`config.mk`:
```
export PLATFORM = sky130hd
export DESIGN_NAME = cpi_interp
export DESIGN_NICKNAME = d
export VERILOG_FILES = /design/src/design/cpi_pkg.sv /design/src/design/cpi_interp.sv
export SDC_FILE = /design/constraint.sdc
export NUM_CORES = 1
export LEC_CHECK = 0
export BUFFER_PORTS_ARGS = -buffer_cell sky130_fd_sc_hd__clkbuf_2
export CAP_MARGIN = 10
export CORE_ASPECT_RATIO = 0.9
export CORE_MARGIN = 3
export CORE_UTILIZATION = 45
export CTS_CLUSTER_DIAMETER = 150
export DETAILED_ROUTE_END_ITERATION = 12
export PLACE_DENSITY = 0.67
export SETUP_SLACK_MARGIN = 0.1
export SYNTH_ARGS = -nofsm -noshare
export SYNTH_HDL_FRONTEND = slang
export SYNTH_SLANG_ARGS = --single-unit
export TNS_END_PERCENT = 20
```
`constraint.sdc`:
```
create_clock -name clock -period 2.42 [get_ports clock]
set_input_delay 0.121 -clock clock [delete_from_list [all_inputs] [get_ports clock]]
set_output_delay 0.121 -clock clock [all_outputs]
set_load 0.02 [all_outputs]
```
`src/design/cpi_pkg.sv`:
```
// Package of constants and types for the configuration packet interpreter
package cpi_pkg;

	// ==========================================
	// Header layout
	localparam logic [2:0] CPI_TYPE_STD = 3'h1;
	localparam logic [2:0] CPI_TYPE_EXT = 3'h2;
	localparam logic [1:0] CPI_DIR_READ = 2'h1;
	localparam logic [1:0] CPI_DIR_WRITE = 2'h2;
	localparam int CPI_TYPE_HI = 31;
	localparam int CPI_TYPE_LO = 29;
	localparam int CPI_DIR_HI = 28;
	localparam int CPI_DIR_LO = 27;
	localparam int CPI_ADDR_HI = 16;
	localparam int CPI_ADDR_LO = 13;
	localparam int CPI_STD_CNT_HI = 10;
	localparam logic [31:0] CPI_STD_ZERO_MASK = 32'h07fe1800;
	localparam logic [31:0] CPI_EXT_ZERO_MASK = 32'h07e00000;
	localparam logic [31:0] CPI_EXT_CNT_MASK = 32'h001fffff;
	localparam logic [20:0] CPI_EXT_CNT_MAX = 21'h1fffff;

	// ==========================================
	// Register addresses
	localparam logic [3:0] CPI_A_CHECK = 4'h0;
	localparam logic [3:0] CPI_A_FADDR = 4'h1;
	localparam logic [3:0] CPI_A_FIN = 4'h2;
	localparam logic [3:0] CPI_A_FOUT = 4'h3;
	localparam logic [3:0] CPI_A_CMD = 4'h4;
	localparam logic [3:0] CPI_A_CTL = 4'h5;
	localparam logic [3:0] CPI_A_MASK = 4'h6;
	localparam logic [3:0] CPI_A_STAT = 4'h7;
	localparam logic [3:0] CPI_A_LEGACY_OUTPUT = 4'h8;
	localparam logic [3:0] CPI_A_OPT = 4'h9;
	localparam logic [3:0] CPI_A_FLEN = 4'hb;

	// ==========================================
	// Command codes and control fields
	localparam logic [3:0] CPI_CMD_FRAME_WRITE_CMD = 4'h1;
	localparam logic [3:0] CPI_CMD_LAST = 4'h3;
	localparam logic [3:0] CPI_CMD_FRAME_READBACK_CMD = 4'h4;
	localparam logic [3:0] CPI_CMD_RCRC = 4'h7;
	localparam logic [3:0] CPI_CMD_FORCE = 4'h8;
	localparam int CPI_CTL_KEEP_BIT = 6;
	localparam logic [31:0] CPI_RESET_WORD = 32'h00000000;

	typedef enum logic [1:0] {
		CPI_S_HEADER = 2'b00,
		CPI_S_EXT = 2'b01,
		CPI_S_DATA = 2'b10
	} cpi_state_e;

	typedef struct packed {
		logic [3:0] addr;
		logic [1:0] dir;
	} cpi_op_s;

endpackage : cpi_pkg

```
`src/design/cpi_interp.sv`:
```
// Configuration packet interpreter with word input buffer and register file
`timescale 1ns/100ps
`default_nettype none

// Contract
// Headers, data and every register are 32-bit words.
// Direction field 01 reads, 10 writes; only two operations.
// Standard header: type 001, direction, zero bits, 4-bit address, 11-bit count.
// A packet is one header followed by zero or more data words.
// Standard count gives data words following header, 0 to 2047.
// Count zero then extension word type 010, same direction, 21-bit count.
// Fixed header bits must hold their values; variable bits set by host.
// Address selects register; write-only, read-only and reserved addresses honoured.
// Command acts when written to command register; drives state and globals.
// Command re-executes each time frame address is loaded.
// Words accepted from byte host port or JTAG port.
// Host sends sync, check reset, length, options, mask, control, clock setting.
// keep_host_port in control keeps the byte host port active.
// Readback of all or part of configuration once configured.
// Readback order: address, readback command, count, pad word, read frames.
// Frame writes accepted during initial and partial reconfiguration.
// Write order: address, write command, optional force, count, frames.
// Code 0001 frame write, 0100 frame readback; both sequence frame shifting.
// Code 1000 asserts global_force_high, forcing logic outputs to one.
// Writes to read-only or reserved addresses ignored; bad reads return zero.
module cpi_interp
	import cpi_pkg::*;
(
	input wire logic clock,
	input wire logic rstn,
	input wire logic host_valid,
	output logic host_ready,
	input wire logic [31:0] host_word,
	input wire logic jtag_valid,
	output logic jtag_ready,
	input wire logic [31:0] jtag_word,
	output logic rd_valid,
	input wire logic rd_ready,
	output logic [31:0] rd_word,
	input wire logic [31:0] frame_rd_data,
	output logic frame_wr_strobe,
	output logic [31:0] frame_wr_data,
	output logic frame_rd_strobe,
	output logic [31:0] frame_addr_out,
	output logic global_force_high,
	output logic keep_host_port,
	output logic header_error
);

	// ==========================================
	// Port selection and two-entry input buffer
	logic [31:0] buf_mem [2];
	logic buf_wp_reg, buf_rp_reg;
	logic [1:0] buf_cnt_reg;
	logic in_valid, in_ready, buf_out_valid, buf_take;
	logic [31:0] in_word, cur_word;

	// Host port has priority; JTAG waits while the host port offers a word
	assign in_valid = host_valid | jtag_valid;
	assign in_word = host_valid ? host_word : jtag_word;
	assign in_ready = (buf_cnt_reg != 2'h2);
	assign host_ready = in_ready;
	assign jtag_ready = in_ready & ~host_valid;
	assign buf_out_valid = (buf_cnt_reg != 2'h0);
	assign cur_word = buf_mem[buf_rp_reg];

	always_ff @(posedge clock or negedge rstn) begin
		if (!rstn) begin
			buf_wp_reg <= 1'b0;
			buf_rp_reg <= 1'b0;
			buf_cnt_reg <= 2'h0;
		end else begin
			if (in_valid && in_ready)
				buf_wp_reg <= ~buf_wp_reg;
			if (buf_take)
				buf_rp_reg <= ~buf_rp_reg;
			buf_cnt_reg <= buf_cnt_reg + {1'b0, in_valid & in_ready} - {1'b0, buf_take};
		end
	end

	always_ff @(posedge clock) begin
		if (in_valid && in_ready)
			buf_mem[buf_wp_reg] <= in_word;
	end

	// ==========================================
	// Packet parser
	cpi_state_e state_reg;
	cpi_op_s op_reg;
	logic [20:0] count_reg;
	logic hdr_ok, ext_ok, is_data, is_write, is_read;
	logic [31:0] read_mux;

	assign hdr_ok = (cur_word[CPI_TYPE_HI:CPI_TYPE_LO] == CPI_TYPE_STD)
		&& ((cur_word & CPI_STD_ZERO_MASK) == CPI_RESET_WORD)
		&& (cur_word[CPI_DIR_HI:CPI_DIR_LO] == CPI_DIR_READ
		|| cur_word[CPI_DIR_HI:CPI_DIR_LO] == CPI_DIR_WRITE);
	assign ext_ok = (cur_word[CPI_TYPE_HI:CPI_TYPE_LO] == CPI_TYPE_EXT)
		&& ((cur_word & CPI_EXT_ZERO_MASK) == CPI_RESET_WORD)
		&& (cur_word[CPI_DIR_HI:CPI_DIR_LO] == op_reg.dir);
	assign is_data = (state_reg == CPI_S_DATA);
	assign is_write = is_data && op_reg.dir == CPI_DIR_WRITE;
	assign is_read = is_data && op_reg.dir == CPI_DIR_READ;
	// Reads stall until the answer slot is free, so no word is lost
	assign buf_take = buf_out_valid && !(is_read && rd_valid && !rd_ready);

	always_ff @(posedge clock or negedge rstn) begin
		if (!rstn) begin
			state_reg <= CPI_S_HEADER;
			op_reg <= '0;
			count_reg <= '0;
			header_error <= 1'b0;
		end else if (buf_take) begin
			unique case (state_reg)
				CPI_S_HEADER: begin
					// Non-header words (pad, sync) are skipped between packets
					if (hdr_ok) begin
						op_reg.addr <= cur_word[CPI_ADDR_HI:CPI_ADDR_LO];
						op_reg.dir <= cur_word[CPI_DIR_HI:CPI_DIR_LO];
						count_reg <= {10'h000, cur_word[CPI_STD_CNT_HI:0]};
						if (cur_word[CPI_STD_CNT_HI:0] == 11'h000)
							state_reg <= CPI_S_EXT;
						else
							state_reg <= CPI_S_DATA;
					end
				end
				CPI_S_EXT: begin
					if (ext_ok && cur_word[20:0] != 21'h000000
						&& cur_word[20:0] <= CPI_EXT_CNT_MAX) begin
						count_reg <= cur_word[20:0] & CPI_EXT_CNT_MASK[20:0];
						state_reg <= CPI_S_DATA;
					end else if (hdr_ok) begin
						// Zero-count packet followed by a fresh header
						op_reg.addr <= cur_word[CPI_ADDR_HI:CPI_ADDR_LO];
						op_reg.dir <= cur_word[CPI_DIR_HI:CPI_DIR_LO];
						count_reg <= {10'h000, cur_word[CPI_STD_CNT_HI:0]};
						state_reg <= (cur_word[CPI_STD_CNT_HI:0] == 11'h000) ? CPI_S_EXT
							: CPI_S_DATA;
					end else begin
						header_error <= 1'b1;
						state_reg <= CPI_S_HEADER;
					end
				end
				CPI_S_DATA: begin
					count_reg <= count_reg - 21'h000001;
					if (count_reg == 21'h000001)
						state_reg <= CPI_S_HEADER;
				end
			endcase
		end
	end

	// ==========================================
	// Configuration registers
	logic [31:0] check_value_reg, frame_address_reg, command_reg_reg, control_reg_reg;
	logic [31:0] control_write_enables_reg, legacy_output_reg, configuration_options_reg;
	logic [31:0] frame_length_reg, frame_output_cnt_reg, frame_input_cnt_reg;
	logic configured_reg, cmd_exec, wr_word;
	logic [31:0] status_word;

	assign wr_word = buf_take && is_write;
	// Command runs when written and again on every new frame address
	assign cmd_exec = wr_word && (op_reg.addr == CPI_A_CMD || op_reg.addr == CPI_A_FADDR);

	always_ff @(posedge clock or negedge rstn) begin
		if (!rstn) begin
			check_value_reg <= CPI_RESET_WORD;
			frame_address_reg <= CPI_RESET_WORD;
			command_reg_reg <= CPI_RESET_WORD;
			control_reg_reg <= CPI_RESET_WORD;
			control_write_enables_reg <= CPI_RESET_WORD;
			legacy_output_reg <= CPI_RESET_WORD;
			configuration_options_reg <= CPI_RESET_WORD;
			frame_length_reg <= CPI_RESET_WORD;
		end else if (wr_word) begin
			// Read-only and reserved targets fall through untouched
			unique case (op_reg.addr)
				CPI_A_CHECK: check_value_reg <= cur_word;
				CPI_A_FADDR: frame_address_reg <= cur_word;
				CPI_A_CMD: command_reg_reg <= cur_word;
				CPI_A_CTL: control_reg_reg <= (control_reg_reg & ~control_write_enables_reg)
					| (cur_word & control_write_enables_reg);
				CPI_A_MASK: control_write_enables_reg <= cur_word;
				CPI_A_LEGACY_OUTPUT: legacy_output_reg <= cur_word;
				CPI_A_OPT: configuration_options_reg <= cur_word;
				CPI_A_FLEN: frame_length_reg <= cur_word;
				default: ;
			endcase
		end
	end

	// ==========================================
	// Command execution and frame data path
	always_ff @(posedge clock or negedge rstn) begin
		if (!rstn) begin
			global_force_high <= 1'b0;
			configured_reg <= 1'b0;
			frame_output_cnt_reg <= CPI_RESET_WORD;
			frame_input_cnt_reg <= CPI_RESET_WORD;
		end else begin
			if (cmd_exec) begin
				unique case (op_reg.addr == CPI_A_CMD ? cur_word[3:0] : command_reg_reg[3:0])
					CPI_CMD_FORCE: global_force_high <= 1'b1;
					CPI_CMD_LAST: global_force_high <= 1'b0;
					default: ;
				endcase
			end
			// Frame-data write counts words pushed through frame_input
			if (wr_word && op_reg.addr == CPI_A_FIN
				&& command_reg_reg[3:0] == CPI_CMD_FRAME_WRITE_CMD) begin
				frame_input_cnt_reg <= frame_input_cnt_reg + 32'h00000001;
				configured_reg <= 1'b1;
			end
			if (buf_take && is_read && op_reg.addr == CPI_A_FOUT)
				frame_output_cnt_reg <= frame_output_cnt_reg + 32'h00000001;
		end
	end

	assign frame_wr_strobe = wr_word && op_reg.addr == CPI_A_FIN
		&& command_reg_reg[3:0] == CPI_CMD_FRAME_WRITE_CMD;
	assign frame_wr_data = cur_word;
	assign frame_rd_strobe = buf_take && is_read && op_reg.addr == CPI_A_FOUT
		&& command_reg_reg[3:0] == CPI_CMD_FRAME_READBACK_CMD;
	assign frame_addr_out = frame_address_reg;
	assign keep_host_port = control_reg_reg[CPI_CTL_KEEP_BIT];

	assign status_word = {27'h0000000, header_error, configured_reg, global_force_high,
		state_reg};

	// ==========================================
	// Read answers
	always_comb begin
		unique case (op_reg.addr)
			CPI_A_CHECK: read_mux = check_value_reg;
			CPI_A_FADDR: read_mux = frame_address_reg;
			CPI_A_FOUT: read_mux = frame_rd_data;
			CPI_A_CMD: read_mux = command_reg_reg;
			CPI_A_CTL: read_mux = control_reg_reg;
			CPI_A_MASK: read_mux = control_write_enables_reg;
			CPI_A_STAT: read_mux = status_word;
			CPI_A_OPT: read_mux = configuration_options_reg;
			CPI_A_FLEN: read_mux = frame_length_reg;
			default: read_mux = CPI_RESET_WORD;
		endcase
	end

	always_ff @(posedge clock or negedge rstn) begin
		if (!rstn) begin
			rd_valid <= 1'b0;
			rd_word <= CPI_RESET_WORD;
		end else begin
			if (buf_take && is_read) begin
				rd_valid <= 1'b1;
				rd_word <= read_mux;
			end else if (rd_ready)
				rd_valid <= 1'b0;
		end
	end
endmodule : cpi_interp

`default_nettype wire

```
# Yosys cells after proc, flatten, opt, wreduce, memory -nomap -nowiden
# Memories as Yosys holds them, arrays and structs flattened.
# Index checks and enable logic that the tools add are counted.
[totals]
reg_bits = 293
latchBits = 0
ram_bits = 64
romBits = 0
inputBits = 101
output_inout_bits = 104
elab_cells = 127
n_memories = 1
[classes]
addsub = 3
n_mul = 0
div = 0
order_cmp = 1
eq_ne = 27
shift = 0
n_mux = 20
n_bitwise = 12
n_reduce_logical = 44
[mem_list]
columns = ["memory", "depth", "width", "rd", "rd_clocked_by_memory_dff", "wr", "line", "rtl"]
rows = [
  ["buf_mem", 2, 32, 1, 0, 1, "cpi_interp.sv:52", "logic [31:0] buf_mem [2];"],
]
[ops]
columns = ["cell", "count"]
rows = [
  ["one-hot mux 32 bit (9 select lines)", 1],
  ["AND 32 bit", 2],
  ["zero test 32 bit", 2],
  ["one-hot mux 21 bit (3 select lines)", 1],
  ["two-way mux 21 bit", 2],
  ["two-way mux 32 bit", 1],
  ["inverter 32 bit", 1],
  ["OR 32 bit", 1],
  ["== test 21 x 1 -> 1 bit, second input constant", 1],
  ["<= comparator 21 bit, second input constant", 1],
  ["nonzero test 21 bit", 1],
  ["subtractor 21 x 1 -> 21 bit, second input constant", 1],
  ["== test 4 x 3 -> 1 bit, second input constant", 5],
  ["logical AND 1 bit", 19],
  ["AND reduction 2 bit", 8],
  ["== test 4 x 2 -> 1 bit, second input constant", 3],
  ["== test 4 bit, second input constant", 3],
  ["two-way mux 6 bit", 2],
  ["one-hot mux 6 bit (2 select lines)", 1],
  ["zero test 11 bit", 1],
  ["two-way mux 2 bit", 5],
  ["== test 4 x 1 -> 1 bit, second input constant", 2],
  ["nonzero test 2 bit", 4],
  ["== test 2 x 1 -> 1 bit, second input constant", 3],
  ["21 further kinds", 36],
]

# Logic depth before layout (Yosys ltp)
# Gate-level depths: netlist of the first run.
[logic_depth]
ltp_word = 9
mapped_depth = 12
mapped_depth_nobuf = 10

# Least setup slack after synthesis of the first run
# No wires, ideal clock.
[synth_path]
path_type = "flip-flop to flip-flop"
from = "register buf_cnt_reg[1]"
to = "memory buf_mem[0][0] (enable)"
setup_ps = 421
arrival_time_ps = 2236
required_time_ps = 1999
setup_slack_ps = -238
stages_incl_launch_ff = 4
path_buffers = 0
synth_period_minus_slack_ps = 2658
path_cell_list = "dfrtp_1 nand2b_1 o21ai_0 nor2_1"
[synth_between]
elab_chain_cells = 4
[synth_lines]
columns = ["item", "line", "rtl"]
rows = [
  ["start: declaration", "cpi_interp.sv:54", "logic [1:0] buf_cnt_reg;"],
  ["start signal: assignment", "cpi_interp.sv:77", "buf_cnt_reg <= buf_cnt_reg + {1'b0, in_valid & in_ready} - {1'b0, buf_take};"],
  ["inequality test 2 bit", "cpi_interp.sv:61", "assign in_ready = (buf_cnt_reg != 2'h2);"],
  ["named net host_ready", "cpi_interp.sv:32", "output logic host_ready,"],
  ["logical AND 1 bit", "cpi_interp.sv:82", "if (in_valid && in_ready)"],
  ["two-way mux 1 bit", "cpi_interp.sv:82", ""],
  ["two-way mux 1 bit (not written as such)", "cpi_interp.sv:83", "buf_mem[buf_wp_reg] <= in_word;"],
  ["end: declaration", "cpi_interp.sv:52", ""],
]
# The timed path passes the listed nets, and every way through them passes these cells.

# Worst setup path after layout of the first run
[layout_path]
from = "register buf_rp_reg"
to = "register count_reg[5]"
[layout_between]
elab_chain_cells = 8
word_cells_on_any_way = 20
cone_classes = "order compare (1); eq/ne (5); mux (3); reduce/logical (10); memory (1)"
[layout_lines]
columns = ["item", "line", "rtl"]
rows = [
  ["start: declaration", "cpi_interp.sv:53", "logic buf_wp_reg, buf_rp_reg;"],
  ["start signal: assignment", "cpi_interp.sv:76", "buf_rp_reg <= ~buf_rp_reg;"],
  ["memory read (2 x 32 bit) *", "-", ""],
  ["parallel branches: the longest is 6 deep, another holds <= comparator 21 bit", "-", ""],
  ["one-hot mux 21 bit (3 select lines) *", "cpi_interp.sv:114", "unique case (state_reg)"],
  ["end signal: assignment", "cpi_interp.sv:120", "count_reg <= {10'h000, cur_word[CPI_STD_CNT_HI:0]};"],
  ["end signal: assignment", "cpi_interp.sv:130", "count_reg <= cur_word[20:0] & CPI_EXT_CNT_MASK[20:0];"],
  ["end signal: assignment", "cpi_interp.sv:136", "count_reg <= {10'h000, cur_word[CPI_STD_CNT_HI:0]};"],
  ["end: declaration", "cpi_interp.sv:90", "logic [20:0] count_reg;"],
]
# Every way passes the cells marked *.
# A chain may end at the register's enable or synchronous reset.

==> results of run 1 <==
## kinds of logic after synthesis
family,Yosys count
DFF,357
AOI/OAI and AO/OA,508
xor gates and xnor gates,12
adders and majority gates,7
muxes,73
and+or+nand+nor,381
buffers and inverters,143
## per-layer routing
layer	track usage, %	vias to the layer above
met4	6.99	0
met2	40.8	476
met5	0	-
met3	4.25	73
met1	35.9	6583
li1	-	6224
## power groups by stage
| stage | sequential (mW) | clock [mW] | combinational [mW] |
|---|---|---|---|
| finish | 7.08 | 5.90 | 5.34 |
| global route | 7.13 | 6.24 | 5.73 |
| CTS | 7.05 | 5.98 | 5.15 |
| detailed placement | 7.14 | 0 | 4.89 |
| global placement | 7.13 | 0 | 4.84 |
| floorplan | 7.06 | 0 | 2.46 |
## final cells by class
cell class	instances	area [um^2]	share of cell area (%)
Clock buffer	54	1140	5.47
Clock inverter	15	129	0.616
Inverter	47	178	0.850
Multi-Input combinational cell	981	6270	30.0
Sequential cell	357	9260	44.3
Tap cell	462	578	2.76
Timing Repair Buffer	443	3350	16.0
## path summary, 6_finish.rpt
kind / startpoint / end / slack, ps / depth (start not counted)
min in group asynchronous: rstn / rd_word[25] / 150 / 2
max in group asynchronous: rstn / count_reg[11] / 1450 / 3
min reg2reg: check_value_reg[13] / check_value_reg[13] / 480 / 2
max: buf_rp_reg / count_reg[5] / -180 / 10
min: frame_rd_data[6] / rd_word[6] / 10 / 4
max reg2reg: buf_rp_reg / count_reg[5] / -180 / 10
## timing repair
| action | 4_1_cts | 5_1_grt |
|---|---|---|
| buffers inserted | 6 | 7 |
| setup endpoints to repair | 34 | 149 |
| pin swaps | 12 | 10 |
| hold buffers | 79 | 0 |
| gates resized for setup | 40 | 37 |
| hold endpoints to repair | 143 | 0 |
## Yosys cell counts (all sizes together), types with 2 or more instances
master,instances,area (um^2)
or2,2,12.5
a221o,2,20.0
mux2i,34,363
nand2b,9,56.3
or3,5,31.3
o211ai,9,82.6
nand2,194,728
a221oi,29,254
nor4,8,62.6
nor3,19,100
mux2,39,439
nand4,6,43.8
or4,4,30.0
nor4b,2,17.5
inv,46,173
edfxtp,64,1920
nand3b,3,22.5
a22o,57,499
nand3,37,198
a31oi,32,200
o221ai,6,52.6
o211a,2,27.5
a21oi,83,415
nor2b,3,18.8
o22ai,5,31.3
a22oi,75,563
o21ai,192,968
nor3b,6,45.0
a222oi,3,30.0
clkbuf,75,282
buf,21,108
a211o,2,17.5
nor2,75,289
nand4b,2,17.5
xnor2,12,105
dfrtp,293,7330
and2,3,18.8
a211oi,3,22.5
ha,7,87.6
## metrics by stage
step / instances / setup TNS (ps) / hold slack [ps] / utilization [%]
final: 2359 / -2590 / 10.8 / 61.0
after global placement: 2198 / -2450 / 125 / 53.8
after global routing: 2359 / -4720 / 11.4 / 61.0
after floorplan: 1481 / -26600 / -175 / -
after detailed placement: 2198 / -5350 / 127 / 53.8
after CTS: 2352 / -2810 / 1.53 / 60.4
## layout by cell type, fill, tap and decap left out, drive strengths merged, types with 3 or more instances in the layout
cell,synthesis,final
mux2,39,39
a22o,57,57
a211oi,3,3
edfxtp,64,64
nor2b,3,3
nand4,6,6
buf,21,161
a21oi,83,83
xnor2,12,12
nand2,194,194
clkinv,1,12
inv,46,48
or4,4,4
o211ai,9,9
nand2b,9,9
dlygate4sd3,0,79
nor4,8,8
o21ai,192,192
clkbuf,75,257
nand3,37,37
ha,7,7
a31oi,32,32
a221oi,29,29
nand3b,3,3
or3,5,5
a222oi,3,3
nor2,75,75
nor3b,6,6
nor3,19,19
o22ai,5,5
o221ai,6,6
and2,3,3
a22oi,75,75
dfrtp,293,293
mux2i,34,34
## worst max-delay path, cell delays in order (launching register included)
cell,delay (ps)
dfrtp_2,490
buf_4,180
mux2i_4,270
inv_1,120
xnor2_1,250
o21a_1,230
nand3_4,90
a221o_1,360
buf_12,170
a211oi_2,190
o22ai_1,100
==> summary.md, run 1 <==
| Metric | Value |
|---|---|
| Largest family of logic cells by synthesized area | compound AO/OA/AOI/OAI gates |
| CTS clk-pin slew, worst paths | 60 ps |
| Max cap viols | 0 |
| Routability cong. | 0.904 |
| Ant. Diodes | 0 |
| PortBufs | 204 |
| Clk pwr share | 32.2% |
| Status | complete, but fails checks |
| Synth Area in Compound Gates | 20.6% |
| Net Sw Frac | 32.8% |
| Async S/R FF share, synth | 82.1% |
| Die ar. | 37400 um^2 |
| Drt wl/cell | 20.2 um |
| Post-Route WL | 47700 um |
| All-Layer GR Usage | 25.3% |
| Critical path peak fanout | 16 |
| Syn_nets | 1589 |
| Met3 WL | 3150 um |
| Post-synth EDFFs | 64 |
| Post-synth top flop | dfrtp_1 |
| Routed Antenna Nets | 0 |
| Sequential area share after synthesis | 58.6% |
| Starting Density | 46.1% |
| Failing checks | negative setup slack |
| FF+latch count, synth | 357 |
| Final #Nets | 1976 |
| Startpoint Class | register |
| Setup crit end kind | register |
| Synthesized area | 15800 um^2 |
| Post-synthesis adder-cell area fraction | 0.555% |
| Synth-to-Final Area Change | 32.4% |
| Number of library cell types mapped by synthesis | 64 |
| Die Ht | 184 um |
| Share of cells above drive strength 1 | 28.6% |
| Final setup violation count | 25 |
| Cell Int Power | 12.3 mW |
| Worst skew pair latency | 530 ps |
| Avg Inst Size Synth | 10.7 um^2 |
| Vias in the first global route | 13200 |
| Top sig layer | met4 |
| Clock skew | 23.4 ps |
| Cell area after layout | 20900 um^2 |
| CTS tree | done |
| CTS Sinks | 357 |
| Worst-Margin Slew | 842 ps |
| Initial antenna violation count | 0 |
| Rows | 64 |
| Cell area power density | 876 nW/um^2 |
| RSZ-0062 raised after global routing | yes |
| Vias per std cell | 5.66 |
| DRT iter0 DRCs | 1228 |
| Met2 routed WL | 22500 um |
| Class of the most critical setup path | reg -> reg |
| DRT met1 WL | 21100 um |
| Slew Limit Fails | 0 |
| Via count | 13400 |
| I/O pin count | 205 |
| Synthesis Warnings | 0 |
| CTS Buf Count | 38 |
| Sequential share of power | 38.6% |
| Placed inst area | 18400 um^2 |
| Detailed Place HPWL | 32200 um |
| Sw power | 6.00 mW |
| Relative slew slack | 43.3% |
| H-tree depth | 2 |
| Power consumption | 18.3 mW |
| Root buffer cell | clkbuf_16 |
| Logic pwr share | 29.1% |
| Largest register FFs | 64 |
| Final worst path period share | 107% |
| Core Region | 34300 um^2 |
| Synth Area in Simple Gates | 10.9% |
| Min cycle time layout | 2600 ps |
| Pre-antenna DRT Iters | 5 |
| First-pass GRT wire length | 74600 um |
| Max Fclk | 385 MHz |
| Biggest register | buf_mem |
| Crit path DAT | 2990 ps |
| Multiplexer area fraction after synthesis | 5.08% |
| Maximum clock path buffer count | 3 |
| Leakage | 9.53 nW |
| DR DRC count | 0 |
| GRT overflow | 0 |
| FILL cells | 2837 |
| Hold crit path type | in -> reg |
| PnR worst setup slack | -176 ps |
| Largest net degree at the start of global routing | 72 |
| Peak VDD IR | 827 uV |
| Synthesized netlist cell count | 1481 |
| Required @ worst endpoint | 2810 ps |
| Hold Fails Final Rpt | 0 |
| Die X | 203 um |
| Dpl ws | -301 ps |
| Post-Synth XOR/XNOR Area | 0.666% |
Note: power is estimated with default switching activity, not from simulation.
==> run 2: changes to the inputs <==
CORE_UTILIZATION = 52   (was 45)
PLACE_DENSITY = 0.76   (was 0.67)
==> run 2 against run 1 <==
Net effect: the run still ends with negative setup slack left; non-clock buffer count down 2; via count rose by 2.9%; combinational power rose by 5.2%; clock-buffer cell count is 1 lower; clock power decreased by 3%; power up 0.73%; wire length increased by 2.0%; critical path depth down 1; global-route usage is 4.5 points higher.
==> summary.md, run 2 (same netlist as run 1, synthesis figures left out) <==
| Metric | Value |
|---|---|
| Slowest stage cell, crit path | or4_4 (was dfrtp_2) |
| Hold_ws | 17.0 ps (was 10.8 ps) |
| Placed Cells | 2129 (was 2198) |
| Failing checks | negative setup slack (unchanged) |
| Commonest cells after routing, fill and taps aside | dfrtp_1 (292), clkbuf_2 (197), nand2_1 (188) (was dfrtp_1 (291), clkbuf_2 (202), nand2_1 (189)) |
| Min cycle time layout | 2590 ps (was 2600 ps) |
| Clock skew | 18.2 ps (was 23.4 ps) |
| CP peak stage delay | 520 ps (was 490 ps) |
| Biggest register | buf_mem (unchanged) |
| Setup TNS | -2000 ps (was -2590 ps) |
| Hold crit path type | in -> reg (unchanged) |
| Startpoint Class | register (unchanged) |
| DRT iter0 DRCs | 1550 (was 1228) |
| Max Fclk | 386 MHz (was 385 MHz) |
| Hold Fails Final Rpt | 0 (unchanged) |
| Synth-to-Final Area Change | 32.4% (about the same) |
| Starting Density | 53.7% (was 46.1%) |
| PortBufs | 204 (unchanged) |
| Required @ worst endpoint | 2830 ps (was 2810 ps) |
| Post-Route WL | 48700 um (was 47700 um) |
| Worst-Margin Slew | 854 ps (was 842 ps) |
| Initial antenna violation count | 1 (was 0) |
| Share of cells above drive strength 1 | 28.6% (unchanged) |
| Drt wl/cell | 21.3 um (was 20.2 um) |
| Routed Antenna Nets | 0 (unchanged) |
| RSZ-0062 raised after global routing | yes (unchanged) |
| Cell area power density | 882 nW/um^2 (was 876 nW/um^2) |
| Slew Limit Fails | 0 (unchanged) |
| Setup crit end kind | register (unchanged) |
| Root buffer cell | clkbuf_16 (unchanged) |
| Relative slew slack | 42.5% (was 43.3%) |
| Die ar. | 32500 um^2 (was 37400 um^2) |
| Final core occ | 71.2% (was 61.0%) |
| Die X | 190 um (was 203 um) |
| Final setup violation count | 24 (was 25) |
| CTS tree | done (unchanged) |
| First-pass GRT wire length | 76600 um (was 74600 um) |
| All-Layer GR Usage | 29.8% (was 25.3%) |
| Leakage | 9.53 nW (about the same) |
| CTS clk-pin slew, worst paths | 70 ps (was 60 ps) |
| Class of the most critical setup path | reg -> reg (unchanged) |
| Largest net degree at the start of global routing | 81 (was 72) |
| H-tree depth | 2 (unchanged) |
| Core Region | 29400 um^2 (was 34300 um^2) |
| Worst skew pair latency | 540 ps (was 530 ps) |
| Rows | 59 (was 64) |
| Via count | 13700 (was 13400) |
| PnR worst setup slack | -170 ps (was -176 ps) |
| Maximum clock path buffer count | 3 (unchanged) |
| I/O pin count | 205 (unchanged) |
| Final worst path period share | 107% (about the same) |
| Finished Layout Cells | 2286 (was 2359) |
| Final #Nets | 1973 (was 1976) |
| DR DRC count | 0 (unchanged) |
| Vias per std cell | 6.01 (was 5.66) |
| CTS Sinks | 357 (unchanged) |
| Detailed Place HPWL | 31200 um (was 32200 um) |
| GRT overflow | 0 (unchanged) |
| Routability cong. | 0.921 (was 0.904) |
| Die Ht | 171 um (was 184 um) |
| Crit-path cells | or4_4, nor4b_4, buf_4, o21a_1, nand3_4, a221o_1, buf_12, a211oi_4, o22ai_1 (was buf_4, mux2i_4, inv_1, xnor2_1, o21a_1, nand3_4, a221o_1, buf_12, a211oi_2, o22ai_1) |
| Critical path peak fanout | 16 (unchanged) |
| Peak VDD IR | 851 uV (was 827 uV) |
| Vias in the first global route | 14000 (was 13200) |
| Crit path DAT | 3000 ps (was 2990 ps) |
| Max cap viols | 0 (unchanged) |
| Ant. Diodes | 0 (unchanged) |
| CTS Buf Count | 37 (was 38) |
| Largest register FFs | 64 (unchanged) |
| Status | complete, but fails checks (unchanged) |
| Leading cell type in the layout, fill and taps excluded | dfrtp_1 (unchanged) |
| Pre-antenna DRT Iters | 8 (was 5) |
==> run 2: layer usage <==
layer	GRT usage [%]	up-vias	part of all wire (%)
met1	40.3	6734	41
met5	0	-	0
met4	10.1	0	2.8
met2	49.3	700	48
met3	5.48	109	8.7
li1	-	6200	-
==> run 2: power breakdown <==
part | total, mW | switching [mW] | internal [mW]
Clock | 5.70 | 2.39 | 3.31
Combinational | 5.62 | 3.40 | 2.22
Sequential | 7.13 | 0.396 | 6.73
Total | 18.4 | 6.18 | 12.3
==> run 2: final cells by class <==
type / count / area, um^2
Sequential cell: 357 / 9260
Fill cell: 2121 / 8480
Multi-Input combinational cell: 981 / 6360
Timing Repair Buffer: 441 / 3420
Clock buffer: 53 / 1070
Tap cell: 396 / 495
Inverter: 47 / 178
Clock inverter: 11 / 128
==> run 2: critical path, delay by kind of cell, from the launching register on <==
| family | cells | cell delay [ps] |
|---|---|---|
| flops | 1 | 430 |
| simple gates | 3 | 840 |
| buf+inv | 2 | 330 |
| compound gates | 4 | 860 |
==> run 2: final timing paths <==
kind                                     startpoint                  end  slack, ps  cells past startpoint
min in group asynchronous                      rstn          rd_word[23]        160                      2
worst max-delay path                 buf_mem[1][12]         count_reg[5]       -170                      9
worst min register to register  check_value_reg[25]  check_value_reg[25]        480                      2
worst max register to register       buf_mem[1][12]         count_reg[5]       -170                      9
max in group asynchronous                      rstn           buf_rp_reg       1450                      3
worst min-delay path              frame_rd_data[15]          rd_word[15]         20                      4
==> run 2: what timing repair did <==
action                                  in CTS  in global routing
hold endpoints to repair                   157                  0
hold buffers                                82                  0
pin swaps                                   16                  8
endpoints found under the setup margin      33                 41
gates cloned                                 1                  0
buffers inserted                             9                  1
resized for setup                           57                 46
==> run 2: stage by stage <==
| step | power (mW) | cell area (um^2) | setup WS (ps) |
|---|---|---|---|
| after global routing | 19.2 | 20900 | -263 |
| final | 18.4 | 20900 | -170 |
| after floorplan | 9.52 | 15800 | -238 |
| after global placement | 11.9 | 18300 | -170 |
| after CTS | 18.1 | 20700 | -73.0 |
| after detailed placement | 12.0 | 18300 | -185 |
